`config.mk`:
```
export PLATFORM = sky130hd
export DESIGN_NAME = fbsm_top
export DESIGN_NICKNAME = d
export VERILOG_FILES = /design/src/include/fbsm_pkg.sv /design/src/hdl/fbsm_top.sv
export SDC_FILE = /design/constraint.sdc
export NUM_CORES = 1
export LEC_CHECK = 0
export BUFFER_PORTS_ARGS = -buffer_cell sky130_fd_sc_hd__buf_4
export CORE_AREA = 2 2 89 91
export CTS_CLUSTER_SIZE = 40
export DETAILED_ROUTE_END_ITERATION = 10
export DIE_AREA = 0 0 91 93
export GPL_ROUTABILITY_DRIVEN = 0
export MAX_ROUTING_LAYER = met4
export PLACE_DENSITY = 0.72
export RECOVER_POWER = 100
export SYNTH_ARGS = -nofsm -noshare
export SYNTH_HDL_FRONTEND = slang
export SYNTH_SLANG_ARGS = --single-unit
```
`constraint.sdc`:
```
create_clock -name I_MCLK -period 4.8 [get_ports I_MCLK]
set_clock_uncertainty 0.2 [all_clocks]
set_input_delay 0.96 -clock I_MCLK [delete_from_list [all_inputs] [get_ports I_MCLK]]
set_output_delay 0.96 -clock I_MCLK [all_outputs]
set_load 0.05 [all_outputs]
```
`src/include/fbsm_pkg.sv`:
```
// Purpose: constants and types of the fieldbus slave mode configuration block
// Assumes: 25 MHz clock, APB with 32-bit data, one word per register
// Notes:   the configuration byte is retained outside, in nonvolatile storage
package fbsm_pkg;
  localparam int CLK_FREQ_MHZ    = 25;
  localparam int FAIL_TIMEOUT_US = 10000;
  localparam int FAIL_CYC        = FAIL_TIMEOUT_US * CLK_FREQ_MHZ;
  localparam int TMR_W           = 24;

  localparam logic [7:0] OFS_CFG   = 8'h00;
  localparam logic [7:0] OFS_STS   = 8'h04;
  localparam logic [7:0] OFS_MASK  = 8'h08;
  localparam logic [7:0] OFS_STATE = 8'h0C;

  // configuration byte layout
  localparam int CFG_ADDR_W   = 5;
  localparam int CFG_HALT_BIT = 5;
  localparam int CFG_KIND_BIT = 6;
  localparam int CFG_RATE_BIT = 7;
  localparam logic [7:0] CFG_RST = 8'h02;

  localparam logic [4:0] MASTER_ADDR = 5'h01;
  localparam logic [4:0] ADDR_MIN    = 5'h02;
  localparam logic [4:0] ADDR_MAX    = 5'h1F;

  // sticky event bits, same layout in the mask
  localparam int STS_W       = 3;
  localparam int STS_FAIL    = 0;
  localparam int STS_OK      = 1;
  localparam int STS_REFUSED = 2;
  localparam logic [STS_W-1:0] MASK_RST = 3'h0;

  // read-only state word layout
  localparam int SW_MASTER  = 0;
  localparam int SW_PASSIVE = 1;
  localparam int SW_FAIL    = 2;
  localparam int SW_ST_LSB  = 3;
  localparam int SW_PROG    = 5;
  localparam int SW_ADR_LSB = 8;

  typedef enum logic [1:0] {
    FBSM_BOOT  = 2'h0,
    FBSM_RUN   = 2'h1,
    FBSM_XWAIT = 2'h3,
    FBSM_HALT  = 2'h2
  } fbsm_st_t;

  typedef enum logic [2:0] {
    FBSM_SEL_CFG   = 3'h0,
    FBSM_SEL_STS   = 3'h1,
    FBSM_SEL_MASK  = 3'h2,
    FBSM_SEL_STATE = 3'h3,
    FBSM_SEL_NONE  = 3'h4
  } fbsm_sel_t;

  typedef struct packed {
    fbsm_st_t          st;
    logic              master;
    logic              passive;
    logic [7:0]        cfg;
    logic [4:0]        addr;
    logic              fail;
    logic [TMR_W-1:0]  tmr;
    logic [STS_W-1:0]  sts;
    logic [STS_W-1:0]  mask;
    logic              irq;
    logic              prog_en;
    logic              nv_wr;
    logic              pready;
    logic              pslverr;
    logic [31:0]       prdata;
  } fbsm_state_t;

  localparam fbsm_state_t STATE_RST = '{
    st: FBSM_BOOT, master: 1'b1, passive: 1'b0, cfg: CFG_RST,
    addr: MASTER_ADDR, fail: 1'b0, tmr: 24'h000000, sts: 3'h0,
    mask: MASK_RST, irq: 1'b0, prog_en: 1'b0, nv_wr: 1'b0,
    pready: 1'b0, pslverr: 1'b0, prdata: 32'h00000000
  };
endpackage

```
`src/hdl/fbsm_top.sv`:
```
// Purpose: master/slave selection, slave configuration byte, bus failure watch
//          and program cycle gating of a small fieldbus station controller
// Assumes: all inputs synchronous to I_MCLK; reset stands for a power cycle
// Notes:   the byte is loaded at boot from I_NV_CFG if I_NV_VALID, else CFG_RST, and written back via O_NV_WR
module fbsm_top
  import fbsm_pkg::*;
#(
  parameter int P_FAIL_CYC = FAIL_CYC
) (
  input  wire logic        I_MCLK,
  input  wire logic        I_RST_N,
  input  wire logic        I_PSEL,
  input  wire logic        I_PENABLE,
  input  wire logic        I_PWRITE,
  input  wire logic [7:0]  I_PADDR,
  input  wire logic [31:0] I_PWDATA,
  input  wire logic        I_SEL_CLOSED,
  input  wire logic        I_NV_VALID,
  input  wire logic [7:0]  I_NV_CFG,
  input  wire logic        I_CYCLE_END,
  input  wire logic        I_XCHG_REQ,
  input  wire logic        I_XCHG_DONE,
  output logic [31:0]      O_PRDATA,
  output logic             O_PREADY,
  output logic             O_PSLVERR,
  output logic             O_IRQ,
  output logic             O_IS_MASTER,
  output logic             O_IS_PASSIVE,
  output logic [4:0]       O_STATION_ADDR,
  output logic             O_BUS_FAIL,
  output logic             O_PROG_EN,
  output logic             O_NV_WR,
  output logic [7:0]       O_NV_DATA
);

  localparam logic [TMR_W-1:0] FAIL_LIM = TMR_W'(P_FAIL_CYC - 1);

  fbsm_state_t      s_r;
  fbsm_state_t      s_nxt;
  logic             acc;
  logic             active;
  logic             halt_cond;
  logic             cfg_ok;
  fbsm_sel_t        sel;
  logic [STS_W-1:0] ev;
  logic [STS_W-1:0] rd_clr;

  function automatic fbsm_sel_t fbsm_dec(input logic [7:0] a);
    case (a)
      OFS_CFG:   fbsm_dec = FBSM_SEL_CFG;
      OFS_STS:   fbsm_dec = FBSM_SEL_STS;
      OFS_MASK:  fbsm_dec = FBSM_SEL_MASK;
      OFS_STATE: fbsm_dec = FBSM_SEL_STATE;
      default:   fbsm_dec = FBSM_SEL_NONE;
    endcase
  endfunction

  function automatic logic fbsm_addr_ok(input logic [4:0] a);
    fbsm_addr_ok = (a >= ADDR_MIN) && (a <= ADDR_MAX);
  endfunction

  // one wait state: the access phase is answered at the second edge
  assign acc    = I_PSEL & I_PENABLE & ~s_r.pready;
  assign sel    = fbsm_dec(I_PADDR);
  assign active = ~s_r.master & ~s_r.passive;
  assign halt_cond = active & s_r.fail & ~s_r.cfg[CFG_HALT_BIT];
  // the switch is read live so the byte cannot be changed once it is reopened
  assign cfg_ok = s_r.master & I_SEL_CLOSED & fbsm_addr_ok(I_PWDATA[4:0]);

  always_comb begin
    s_nxt = s_r;
    ev = '0;
    rd_clr = '0;
    s_nxt.pready = 1'b0;
    s_nxt.pslverr = 1'b0;
    s_nxt.nv_wr = 1'b0;

    if (acc) begin
      s_nxt.pready = 1'b1;
      s_nxt.prdata = '0;
      case (sel)
        FBSM_SEL_CFG: begin
          s_nxt.prdata[7:0] = s_r.cfg;
          if (I_PWRITE) begin
            if (cfg_ok) begin
              s_nxt.cfg = I_PWDATA[7:0];
              s_nxt.nv_wr = 1'b1;
            end else begin
              ev[STS_REFUSED] = 1'b1;
            end
          end
        end
        FBSM_SEL_STS: begin
          if (!I_PWRITE) begin
            s_nxt.prdata[STS_W-1:0] = s_r.sts;
            rd_clr = '1;
          end
        end
        FBSM_SEL_MASK: begin
          s_nxt.prdata[STS_W-1:0] = s_r.mask;
          if (I_PWRITE) begin
            s_nxt.mask = I_PWDATA[STS_W-1:0];
          end
        end
        FBSM_SEL_STATE: begin
          s_nxt.prdata[SW_MASTER] = s_r.master;
          s_nxt.prdata[SW_PASSIVE] = s_r.passive;
          s_nxt.prdata[SW_FAIL] = s_r.fail;
          s_nxt.prdata[SW_ST_LSB +: 2] = s_r.st;
          s_nxt.prdata[SW_PROG] = s_r.prog_en;
          s_nxt.prdata[SW_ADR_LSB +: 5] = s_r.addr;
        end
        default: begin
          s_nxt.pslverr = 1'b1;
        end
      endcase
    end

    // a master runs the bus itself, so only a slave watches for silence
    if (s_r.st != FBSM_BOOT && !s_r.master) begin
      if (I_XCHG_DONE) begin
        s_nxt.tmr = '0;
        if (s_r.fail) begin
          s_nxt.fail = 1'b0;
          ev[STS_OK] = 1'b1;
        end
      end else if (s_r.tmr >= FAIL_LIM) begin
        if (!s_r.fail) begin
          s_nxt.fail = 1'b1;
          ev[STS_FAIL] = 1'b1;
        end
      end else begin
        s_nxt.tmr = s_r.tmr + 1'b1;
      end
    end

    case (s_r.st)
      FBSM_BOOT: begin
        // mode is caught once here and frozen until the next power cycle
        s_nxt.master = I_SEL_CLOSED | ~I_NV_VALID;
        s_nxt.cfg = I_NV_VALID ? I_NV_CFG : CFG_RST;
        s_nxt.passive = ~s_nxt.master & s_nxt.cfg[CFG_KIND_BIT];
        if (s_nxt.master) begin
          s_nxt.addr = MASTER_ADDR;
        end else if (fbsm_addr_ok(s_nxt.cfg[CFG_ADDR_W-1:0])) begin
          s_nxt.addr = s_nxt.cfg[CFG_ADDR_W-1:0];
        end else begin
          s_nxt.addr = ADDR_MIN;
        end
        s_nxt.tmr = '0;
        s_nxt.st = FBSM_RUN;
      end
      FBSM_RUN: begin
        if (halt_cond) begin
          s_nxt.st = FBSM_HALT;
        end else if (active && I_CYCLE_END) begin
          if (!s_r.cfg[CFG_RATE_BIT] || I_XCHG_REQ) begin
            s_nxt.st = FBSM_XWAIT;
          end
        end
      end
      FBSM_XWAIT: begin
        if (halt_cond) begin
          s_nxt.st = FBSM_HALT;
        end else if (I_XCHG_DONE) begin
          s_nxt.st = FBSM_RUN;
        end
      end
      FBSM_HALT: begin
        // passive flag is untouched here, the slave stays active
        if (!s_r.fail || s_r.cfg[CFG_HALT_BIT]) begin
          s_nxt.st = FBSM_RUN;
        end
      end
      default: begin
        s_nxt.st = FBSM_BOOT;
      end
    endcase

    s_nxt.prog_en = (s_nxt.st == FBSM_RUN) & ~s_nxt.passive;
    // set wins over a clearing read in the same cycle
    s_nxt.sts = (s_r.sts & ~rd_clr) | ev;
    s_nxt.irq = |(s_nxt.sts & s_nxt.mask);
  end

  always_ff @(posedge I_MCLK) begin
    if (!I_RST_N) begin
      s_r <= STATE_RST;
    end else begin
      s_r <= s_nxt;
    end
  end

  assign O_PRDATA       = s_r.prdata;
  assign O_PREADY       = s_r.pready;
  assign O_PSLVERR      = s_r.pslverr;
  assign O_IRQ          = s_r.irq;
  assign O_IS_MASTER    = s_r.master;
  assign O_IS_PASSIVE   = s_r.passive;
  assign O_STATION_ADDR = s_r.addr;
  assign O_BUS_FAIL     = s_r.fail;
  assign O_PROG_EN      = s_r.prog_en;
  assign O_NV_WR        = s_r.nv_wr;
  assign O_NV_DATA      = s_r.cfg;
endmodule

```
==> qor.yml, run 1 <==
cts_tree: "yes"
startpoint: "s_r[83]"
wire_per_inst_um: 14.5
synth-seq-cells: 66
synth.most_common_cell: "dfxtp_1"
dr.first_iter.drc_count: 136
pin_count: 111
ys_top_cells_by_count: "dfxtp_1 (66), buf_4 (45), nor2_1 (36), a21oi_1 (26), nand2_1 (26)"
numCtsBuffers: 9
initial_core_util: 0.438
hpwl_um: 5560
clock_latency_ps: 350
clk_pin_slew_worst_paths_ps: 80
synth.top_cell.area_share: 0.400
die_h_um: 93
worst_pin_slew_ps: 1830
regToRegStartpoint: "s_r[83]"
relSlewSlack: -0.228
cts_setup_buffers: 0
cts_buffer_depth: 2
power_density_mw_per_mm2: 323
yosysSeqAreaShare: 0.400
rsz0062_at_grt: "no"
finalCritPeriodShare: 0.723
cp-end-kind: "flop"
synthArstFlopShare: 0
start_kind: "flop"
fin_crit_ps: 3470
die_w_um: 91
grt_pass1_wl_um: 12700
synth_cells: 386
antenna_left: 0
ctsResizeCount: 0
grt_max_degree: 34
yosys_warnings: 0
criticalPathCategory: "flop to flop"
grt_pass1_vias: 2695
diodes: 0
grt-ovfl-total: 0
synth_top_area_cell: "dfxtp_1"
rows: 32
ir_worst_vdd_v: 0.000175
root_buffer: "clkbuf_8"
critPathMaxFanout: 25
r2r_cells: 4
drv_slew: 29
leakage_uw: 0.00130
drv_cap: 1
area_growth_pct: 10.3
antenna_found_initial: 0
ys.flop_type: "dfxtp_1"
port_buffers: 67
clkSinkCount: 66
totalWireLength_um: 7640
first_pass_iters: 4
core-area_sq_mm: 0.00753
run_status: "complete, but fails checks"
hold_end: "s_r[63]"
fill_cells: 759
hold_viol: 0
hold_buffers: 0
arrival_ps: 3540
reg2reg_to: "s_r[48]"
syn_area_per_cell_sq_um: 8.55
grtUsageTotal: 0.190
drc: 0
fmax_mhz: 288
yosysUniqueCellTypes: 57
hold_class: "flop to flop"
drive_above_1_share: 0.136
hold_path_depth: 1
setup_tns_ps: 0
hold_start: "s_r[63]"
r2r_slack_ps: 1330
vias: 2850
htreeDepth: 3
fin_nets: 479
syn_area_sq_mm: 0.00330
vias_per_cell: 5.41
worstPathRequired_ps: 4870
ys_top_cells_by_area: "dfxtp_1 (40%), buf_4 (10%), nor2_1 (4.1%)"
violations: "max-capacitance violations, max-slew violations"
p_total_uw: 1180
setup_viol: 0
synth_edf_count: 0
die_area_sq_mm: 0.00846
-- routing by layer --
layer	wire length, um	track usage
met2	3700	0.312
met3	477	0.0500
met4	170	0.0694
met1	3300	0.226
met5	0	-
-- sequential cells by signal (all words and copies together) (netlist names), 5 cells and up --
| signal | flops |
|---|---|
| s_r | 32 |
| O_PRDATA | 13 |
| O_STATION_ADDR | 5 |
| O_NV_DATA | 8 |
-- critical path, cell delays in order, from the launching register on --
cell	delay, ps
dfxtp_1	430
or2_0	1030
nand3_1	810
or4_2	830
o21ai_0	90
-- logic make-up after synthesis --
family | after synthesis | share of synthesized area
adder cells (fa/ha/maj) | 1 | 0.00379
multiplexers | 7 | 0.0330
buffers and inverters | 68 | 0.130
AO/OA/AOI/OAI | 90 | 0.181
flip-flops | 66 | 0.400
XOR/XNOR | 1 | 0.00265
AND/OR/NAND/NOR | 152 | 0.248
other | 1 | 0.00114
-- through the flow --
step	cell area, sq um	instances	worst slack [ps]	hold WS, ps	utilization
3_3_place_gp	3600	511	1760	243	0.478
5_1_grt	3640	527	1030	291	0.484
3_5_place_dp	3600	511	1760	253	0.478
4_1_cts	3800	527	1880	269	0.505
6_report	3640	527	1330	260	0.484
2_1_floorplan	3370	404	2230	230	-
-- cells in the final DEF, fill, tap and decap left out, types with 2 or more instances in the layout --
cell type   count
o21ai_0        21
mux4_2          3
a31oi_1         2
o221a_2         2
a22oi_1        14
nand2_1        26
nand4_1        11
a22o_1          2
nand3_1         9
a32oi_1         3
nand2b_1        4
clkinvlp_4      3
or4_1           8
nor4_1          6
mux2i_1         3
o31ai_1         4
a311oi_1        6
nor3b_1         4
inv_1           5
and3b_1         2
and3_1          4
or3_1           9
nor2_1         37
nor3_1          8
buf_4          30
clkbuf_8       10
dfxtp_1        66
nor2b_1         4
conb_1         19
and2_0          5
and2_1          8
a21oi_1        26
clkbuf_1       37
-- cell type report --
class                           count  area (sq um)  share of cell area
Timing Repair Buffer               68           372               0.102
Multi-Input combinational cell    270          1600               0.439
Sequential cell                    66          1320               0.363
Tap cell                          102           128              0.0350
Clock buffer                       10           138              0.0378
Inverter                            5          18.8             0.00515
Clock inverter                      6          66.3              0.0182
-- power breakdown --
| part | internal, uW | total, uW | switching (uW) |
|---|---|---|---|
| combinational | 34.3 | 137 | 103 |
| sequential | 555 | 563 | 7.78 |
| clock | 254 | 477 | 223 |
| total | 843 | 1180 | 334 |
-- worst max-delay path by stage --
stage	endpoint	slack, ps	depth (start not counted)
after floorplan	O_IRQ	2230	4
after global placement	O_NV_DATA[6]	1760	6
after detailed placement	O_NV_DATA[6]	1760	6
after CTS	s_r[48]	1880	4
after global routing	s_r[56]	1030	6
final	s_r[48]	1330	4
No activity file was read; power rests on OpenSTA's default activity.
==> inputs of run 2 (changes only) <==
==> constraint.sdc (replaced) <==
create_clock -name I_MCLK -period 3.4 [get_ports I_MCLK]
set_clock_uncertainty 0.2 [all_clocks]
set_input_delay 0.68 -clock I_MCLK [delete_from_list [all_inputs] [get_ports I_MCLK]]
set_output_delay 0.68 -clock I_MCLK [all_outputs]
set_load 0.05 [all_outputs]
==> qor.yml, run 2 (synthesis gave the netlist of run 1 again) <==
drive_above_1_share: 0.151  # +0.0143
start_kind: "primary input"
fin_nets: 485  # +1.3%
p_sw_uw: 476  # +42%
fmax_mhz: 373
pin_count: 111  # unchanged
finalCritPeriodShare: 0.789
clkSinkCount: 66  # unchanged
htreeDepth: 3  # unchanged
globalRouteMet3Util: 0.0451  # -0.00483
max_stage_delay_ps: 690  # -340 ps
root_buffer: "clkbuf_8"
drc: 0  # unchanged
use_met2: 0.320  # +0.00802
ctsResizeCount: 0  # unchanged
port_buffers: 67  # unchanged
dr.first_iter.drc_count: 107  # -21%
run_status: "finished clean"
leakage_uw: 0.00132  # +1.6%
grt_max_degree: 24  # -29%
final-seq-area_sq_mm: 0.00132  # unchanged
worst-path-buf-inv: 2  # +2
arrival_ps: 2730  # -810 ps
worstPathRequired_ps: 3450  # -1420 ps
setup_ws_ps: 719  # -609 ps
cp_slowest_cell: "nor4_1"
cts_buffer_depth: 2  # unchanged
grt_pass1_wl_um: 13200  # +3.9%
hold_class: "flop to flop"
setup_tns_ps: 0  # unchanged
ir_worst_vdd_v: 0.000179  # +2.5%
vias: 2879  # +1.0%
cp-end-kind: "flop"
relSlewSlack: 0.341  # +0.568
multi_input_area_sq_mm: 0.00161  # +0.70%
layout_commonest_cell: "dfxtp_1"
criticalPathCategory: "primary input to flop"
diodes: 0  # unchanged
grt_pass1_vias: 2787  # +3.4%
pwr-share-comb: 0.126  # +0.009
cts_tree: "yes"
largest_register: "s_r"
final_cells: 533  # +1.1%
largest_register_ffs: 32  # unchanged
wire_per_inst_um: 14.9  # +2.6%
initial_core_util: 0.438  # unchanged
power_density_mw_per_mm2: 430  # +33%
area_growth_pct: 10.9
grtUsageTotal: 0.197  # +0.00696
die_h_um: 93  # unchanged
setup_viol: 0  # unchanged
dp.cells: 517  # +1.2%
first_pass_iters: 4  # unchanged
fill_cells: 777  # +2.4%
pre_cts_ws_ps: 836  # -927 ps
clock_latency_ps: 350  # about the same
rows: 32  # unchanged
fin_crit_ps: 2680
antenna_found_initial: 0  # unchanged
vias_per_cell: 5.40  # -0.12%
hpwl_um: 5850  # +5.1%
antenna_left: 0  # unchanged
critPathTopFamily: "simple AND/OR/NAND/NOR gates"
die_area_sq_mm: 0.00846  # unchanged
intPower_uw: 1100  # +30%
switching_share: 0.302  # +0.0187
core-area_sq_mm: 0.00753  # unchanged
clk_pin_slew_worst_paths_ps: 80  # about the same
grt-ovfl-total: 0  # unchanged
drv_slew: 0  # -100%
hold_viol: 0  # unchanged
rsz0062_at_grt: "no"
critPathMaxFanout: 9  # -64%
die_w_um: 91  # unchanged
pwr-share-clk: 0.369  # -0.036
seqPwrFrac: 0.505  # +0.027
cts_setup_buffers: 0  # unchanged
worst_pin_slew_ps: 989  # -844 ps
grt_use_met1: 0.238  # +0.0118
grt_busiest_layer: "met2"
numCtsBuffers: 9  # unchanged
drv_cap: 0  # -1
totalWireLength_um: 7930  # +3.8%
hold_buffers: 0  # unchanged
layout_common_cells: "dfxtp_1 (66), clkbuf_1 (38), nor2_1 (37)"
crit_chain: "clkbuf_4 -> nor4_1 -> nand4_1 -> clkbuf_1 -> nor2_1 -> nand2_1 -> a311oi_1"
[run 2: cell type report]
class,instances,area share
timing repair buffer,74,0.113
sequential,66,0.361
clock buffer,9,0.0338
multi-input combinational,270,0.440
inverter,5,0.00513
clock inverter,7,0.0123
tap,102,0.0349
[run 2: power by group through the flow]
stage	logic (uW)	clock network [uW]	registers [uW]
3_5_place_dp	207	0	813
5_1_grt	211	639	797
2_1_floorplan	157	0	818
4_1_cts	208	594	795
6_report	198	580	795
3_3_place_gp	206	0	812
[run 2: final timing paths]
check        slack [ps]        from  depth (start not counted)      endpoint
max                 720  I_PADDR[5]                          7  O_NV_DATA[3]
min                 260     s_r[62]                          1       s_r[62]
max reg2reg         850     s_r[43]                          7       s_r[60]
min reg2reg         260     s_r[62]                          1       s_r[62]
[run 2: metrics by stage]
| step | cell area, sq um | util | total power [uW] | hold slack [ps] |
|---|---|---|---|---|
| floorplan | 3370 | - | 975 | 230 |
| global placement | 3640 | 0.484 | 1020 | 243 |
| detailed placement | 3640 | 0.484 | 1020 | 247 |
| CTS | 3810 | 0.506 | 1600 | 267 |
| global route | 3660 | 0.486 | 1650 | 287 |
| finish | 3660 | 0.486 | 1570 | 265 |
[run 2: metal layers]
layer / vias up / wire length [um]
li1: 1430 / -
met1: 1340 / 3460
met2: 99 / 3890
met3: 10 / 462
met4: 0 / 115
met5: - / 0
==> inputs of run 3 (changes only) <==
--- a/config.mk
+++ b/config.mk
@@ -12,7 +12,7 @@
 export DIE_AREA = 0 0 91 93
 export GPL_ROUTABILITY_DRIVEN = 0
 export MAX_ROUTING_LAYER = met4
-export PLACE_DENSITY = 0.72
+export PLACE_DENSITY = 0.75
 export RECOVER_POWER = 100
 export SYNTH_ARGS = -nofsm -noshare
 export SYNTH_HDL_FRONTEND = slang
==> constraint.sdc (replaced) <==
create_clock -name I_MCLK -period 2.2 [get_ports I_MCLK]
set_clock_uncertainty 0.2 [all_clocks]
set_input_delay 0.44 -clock I_MCLK [delete_from_list [all_inputs] [get_ports I_MCLK]]
set_output_delay 0.44 -clock I_MCLK [all_outputs]
set_load 0.05 [all_outputs]
==> qor.yml, run 3 (synthesis gave the netlist of run 1 again) <==
wire_per_inst_um: 15.1  # +1.2%
die_h_um: 93  # unchanged
fin_crit_ps: 2150
criticalPathCategory: "flop to flop"
port_buffers: 67  # unchanged
setup_tns_ps: 0  # unchanged
hold_class: "primary input to flop"
hpwl_um: 6100  # +4.4%
pin_count: 111  # unchanged
diodes: 0  # unchanged
grt-ovfl-total: 0  # unchanged
fmax_mhz: 465
hold_viol: 0  # unchanged
drv_cap: 0  # unchanged
cts_buffer_depth: 2  # unchanged
arrival_ps: 2230  # -500 ps
antenna_left: 0  # unchanged
largest_register_ffs: 32  # unchanged
cp-end-kind: "flop"
power_density_mw_per_mm2: 684  # +59%
grt_max_degree: 23  # -4.2%
antenna_found_initial: 0  # unchanged
grtUsageTotal: 0.202  # +0.00508
numCtsBuffers: 9  # unchanged
worstPathRequired_ps: 2280  # -1170 ps
initial_core_util: 0.438  # unchanged
relSlewSlack: 0.408  # +0.0670
drc: 0  # unchanged
clock_latency_ps: 360  # about the same
drv_slew: 0  # unchanged
critPathMaxFanout: 8  # -1
p_total_uw: 2710  # +72%
setup_viol: 0  # unchanged
fin_nets: 505  # +4.1%
grt_pass1_wl_um: 13300  # +0.62%
fin_worst_hold_slack_ps: 135  # -130 ps
rsz0062_at_grt: "yes"
htreeDepth: 3  # unchanged
totalWireLength_um: 8330  # +5.0%
largest_register: "s_r"
vias: 3009  # +4.5%
pre_cts_ws_ps: -5.58  # -842 ps
finalCritPeriodShare: 0.978
clk_pin_slew_worst_paths_ps: 70  # about the same
first_pass_iters: 4  # unchanged
vias_per_cell: 5.44  # +0.74%
dr.first_iter.drc_count: 123  # +15%
layout_common_cells: "dfxtp_1 (57), buf_4 (53), clkbuf_1 (38)"
die_w_um: 91  # unchanged
clkSinkCount: 66  # unchanged
cts_tree: "yes"
layout_commonest_cell: "dfxtp_1"
worst_pin_slew_ps: 889  # -100 ps
setup_ws_ps: 48.3  # -671 ps
core-area_sq_mm: 0.00753  # unchanged
placed_cell_area_sq_mm: 0.00380  # +4.3%
leakage_uw: 0.00148  # +12%
fin_area_sq_mm: 0.00396  # +8.3%
run_status: "finished clean"
root_buffer: "clkbuf_8"
drive_above_1_share: 0.224  # +0.0731
rows: 32  # unchanged
ir_worst_vdd_v: 0.000246  # +38%
fill_cells: 724  # -6.8%
die_area_sq_mm: 0.00846  # unchanged
grt_pass1_vias: 2762  # -0.90%
start_kind: "flop"
area_growth_pct: 20.1
run 3: timing repair:
item	CTS	global route
setup buffers	0	2
pin swaps	0	7
hold buffers	0	0
gates resized for setup	4	18
endpoints found under the setup margin	7	13
run 3: area by class of cell:
type                    count  area (sq um)  share of cell area
multi-input cells         270          1670               0.421
flip-flops and latches     66          1350               0.339
repair buffers             94           577               0.146
clock buffers              10           138              0.0347
well taps                 102           128              0.0322
clock inverters             6          90.1              0.0227
inverters                   5          18.8             0.00474
run 3: final timing paths:
kind	from	to	slack (ps)	cells past startpoint
setup / recovery	s_r[63]	s_r[48]	50	6
hold reg to reg	s_r[64]	s_r[64]	260	1
setup reg to reg	s_r[63]	s_r[48]	50	6
hold / removal	I_RST_N	O_STATION_ADDR[0]	140	2
run 3: metal layers:
layer | vias up | global-route usage | wire [um]
met1 | 1435 | 0.240 | 3560
met4 | 0 | 0.0770 | 117
met3 | 11 | 0.0467 | 485
met5 | - | - | 0
met2 | 98 | 0.336 | 4180
li1 | 1465 | - | -
run 3: where the power goes:
part / internal, uW / total, uW / switching [uW] / leakage, uW
combinational: 84.9 / 317 / 232 / 0.000823
sequential: 1210 / 1220 / 15.6 / 0.000541
clock: 670 / 1170 / 503 / 0.000112
total: 1960 / 2710 / 751 / 0.00148
run 3: per-stage QoR:
step / utilization / std cells
6_report: 0.526 / 553
2_1_floorplan: - / 404
5_1_grt: 0.526 / 553
4_1_cts: 0.536 / 551
3_3_place_gp: 0.505 / 535
3_5_place_dp: 0.505 / 535
run 3: critical path, cell delays in order, from the launching register on:
cell     delay, ps
dfxtp_1        320
nor4_2         290
o211a_1        270
a31oi_4        150
buf_12         160
or4_2          600
o21ai_1         90
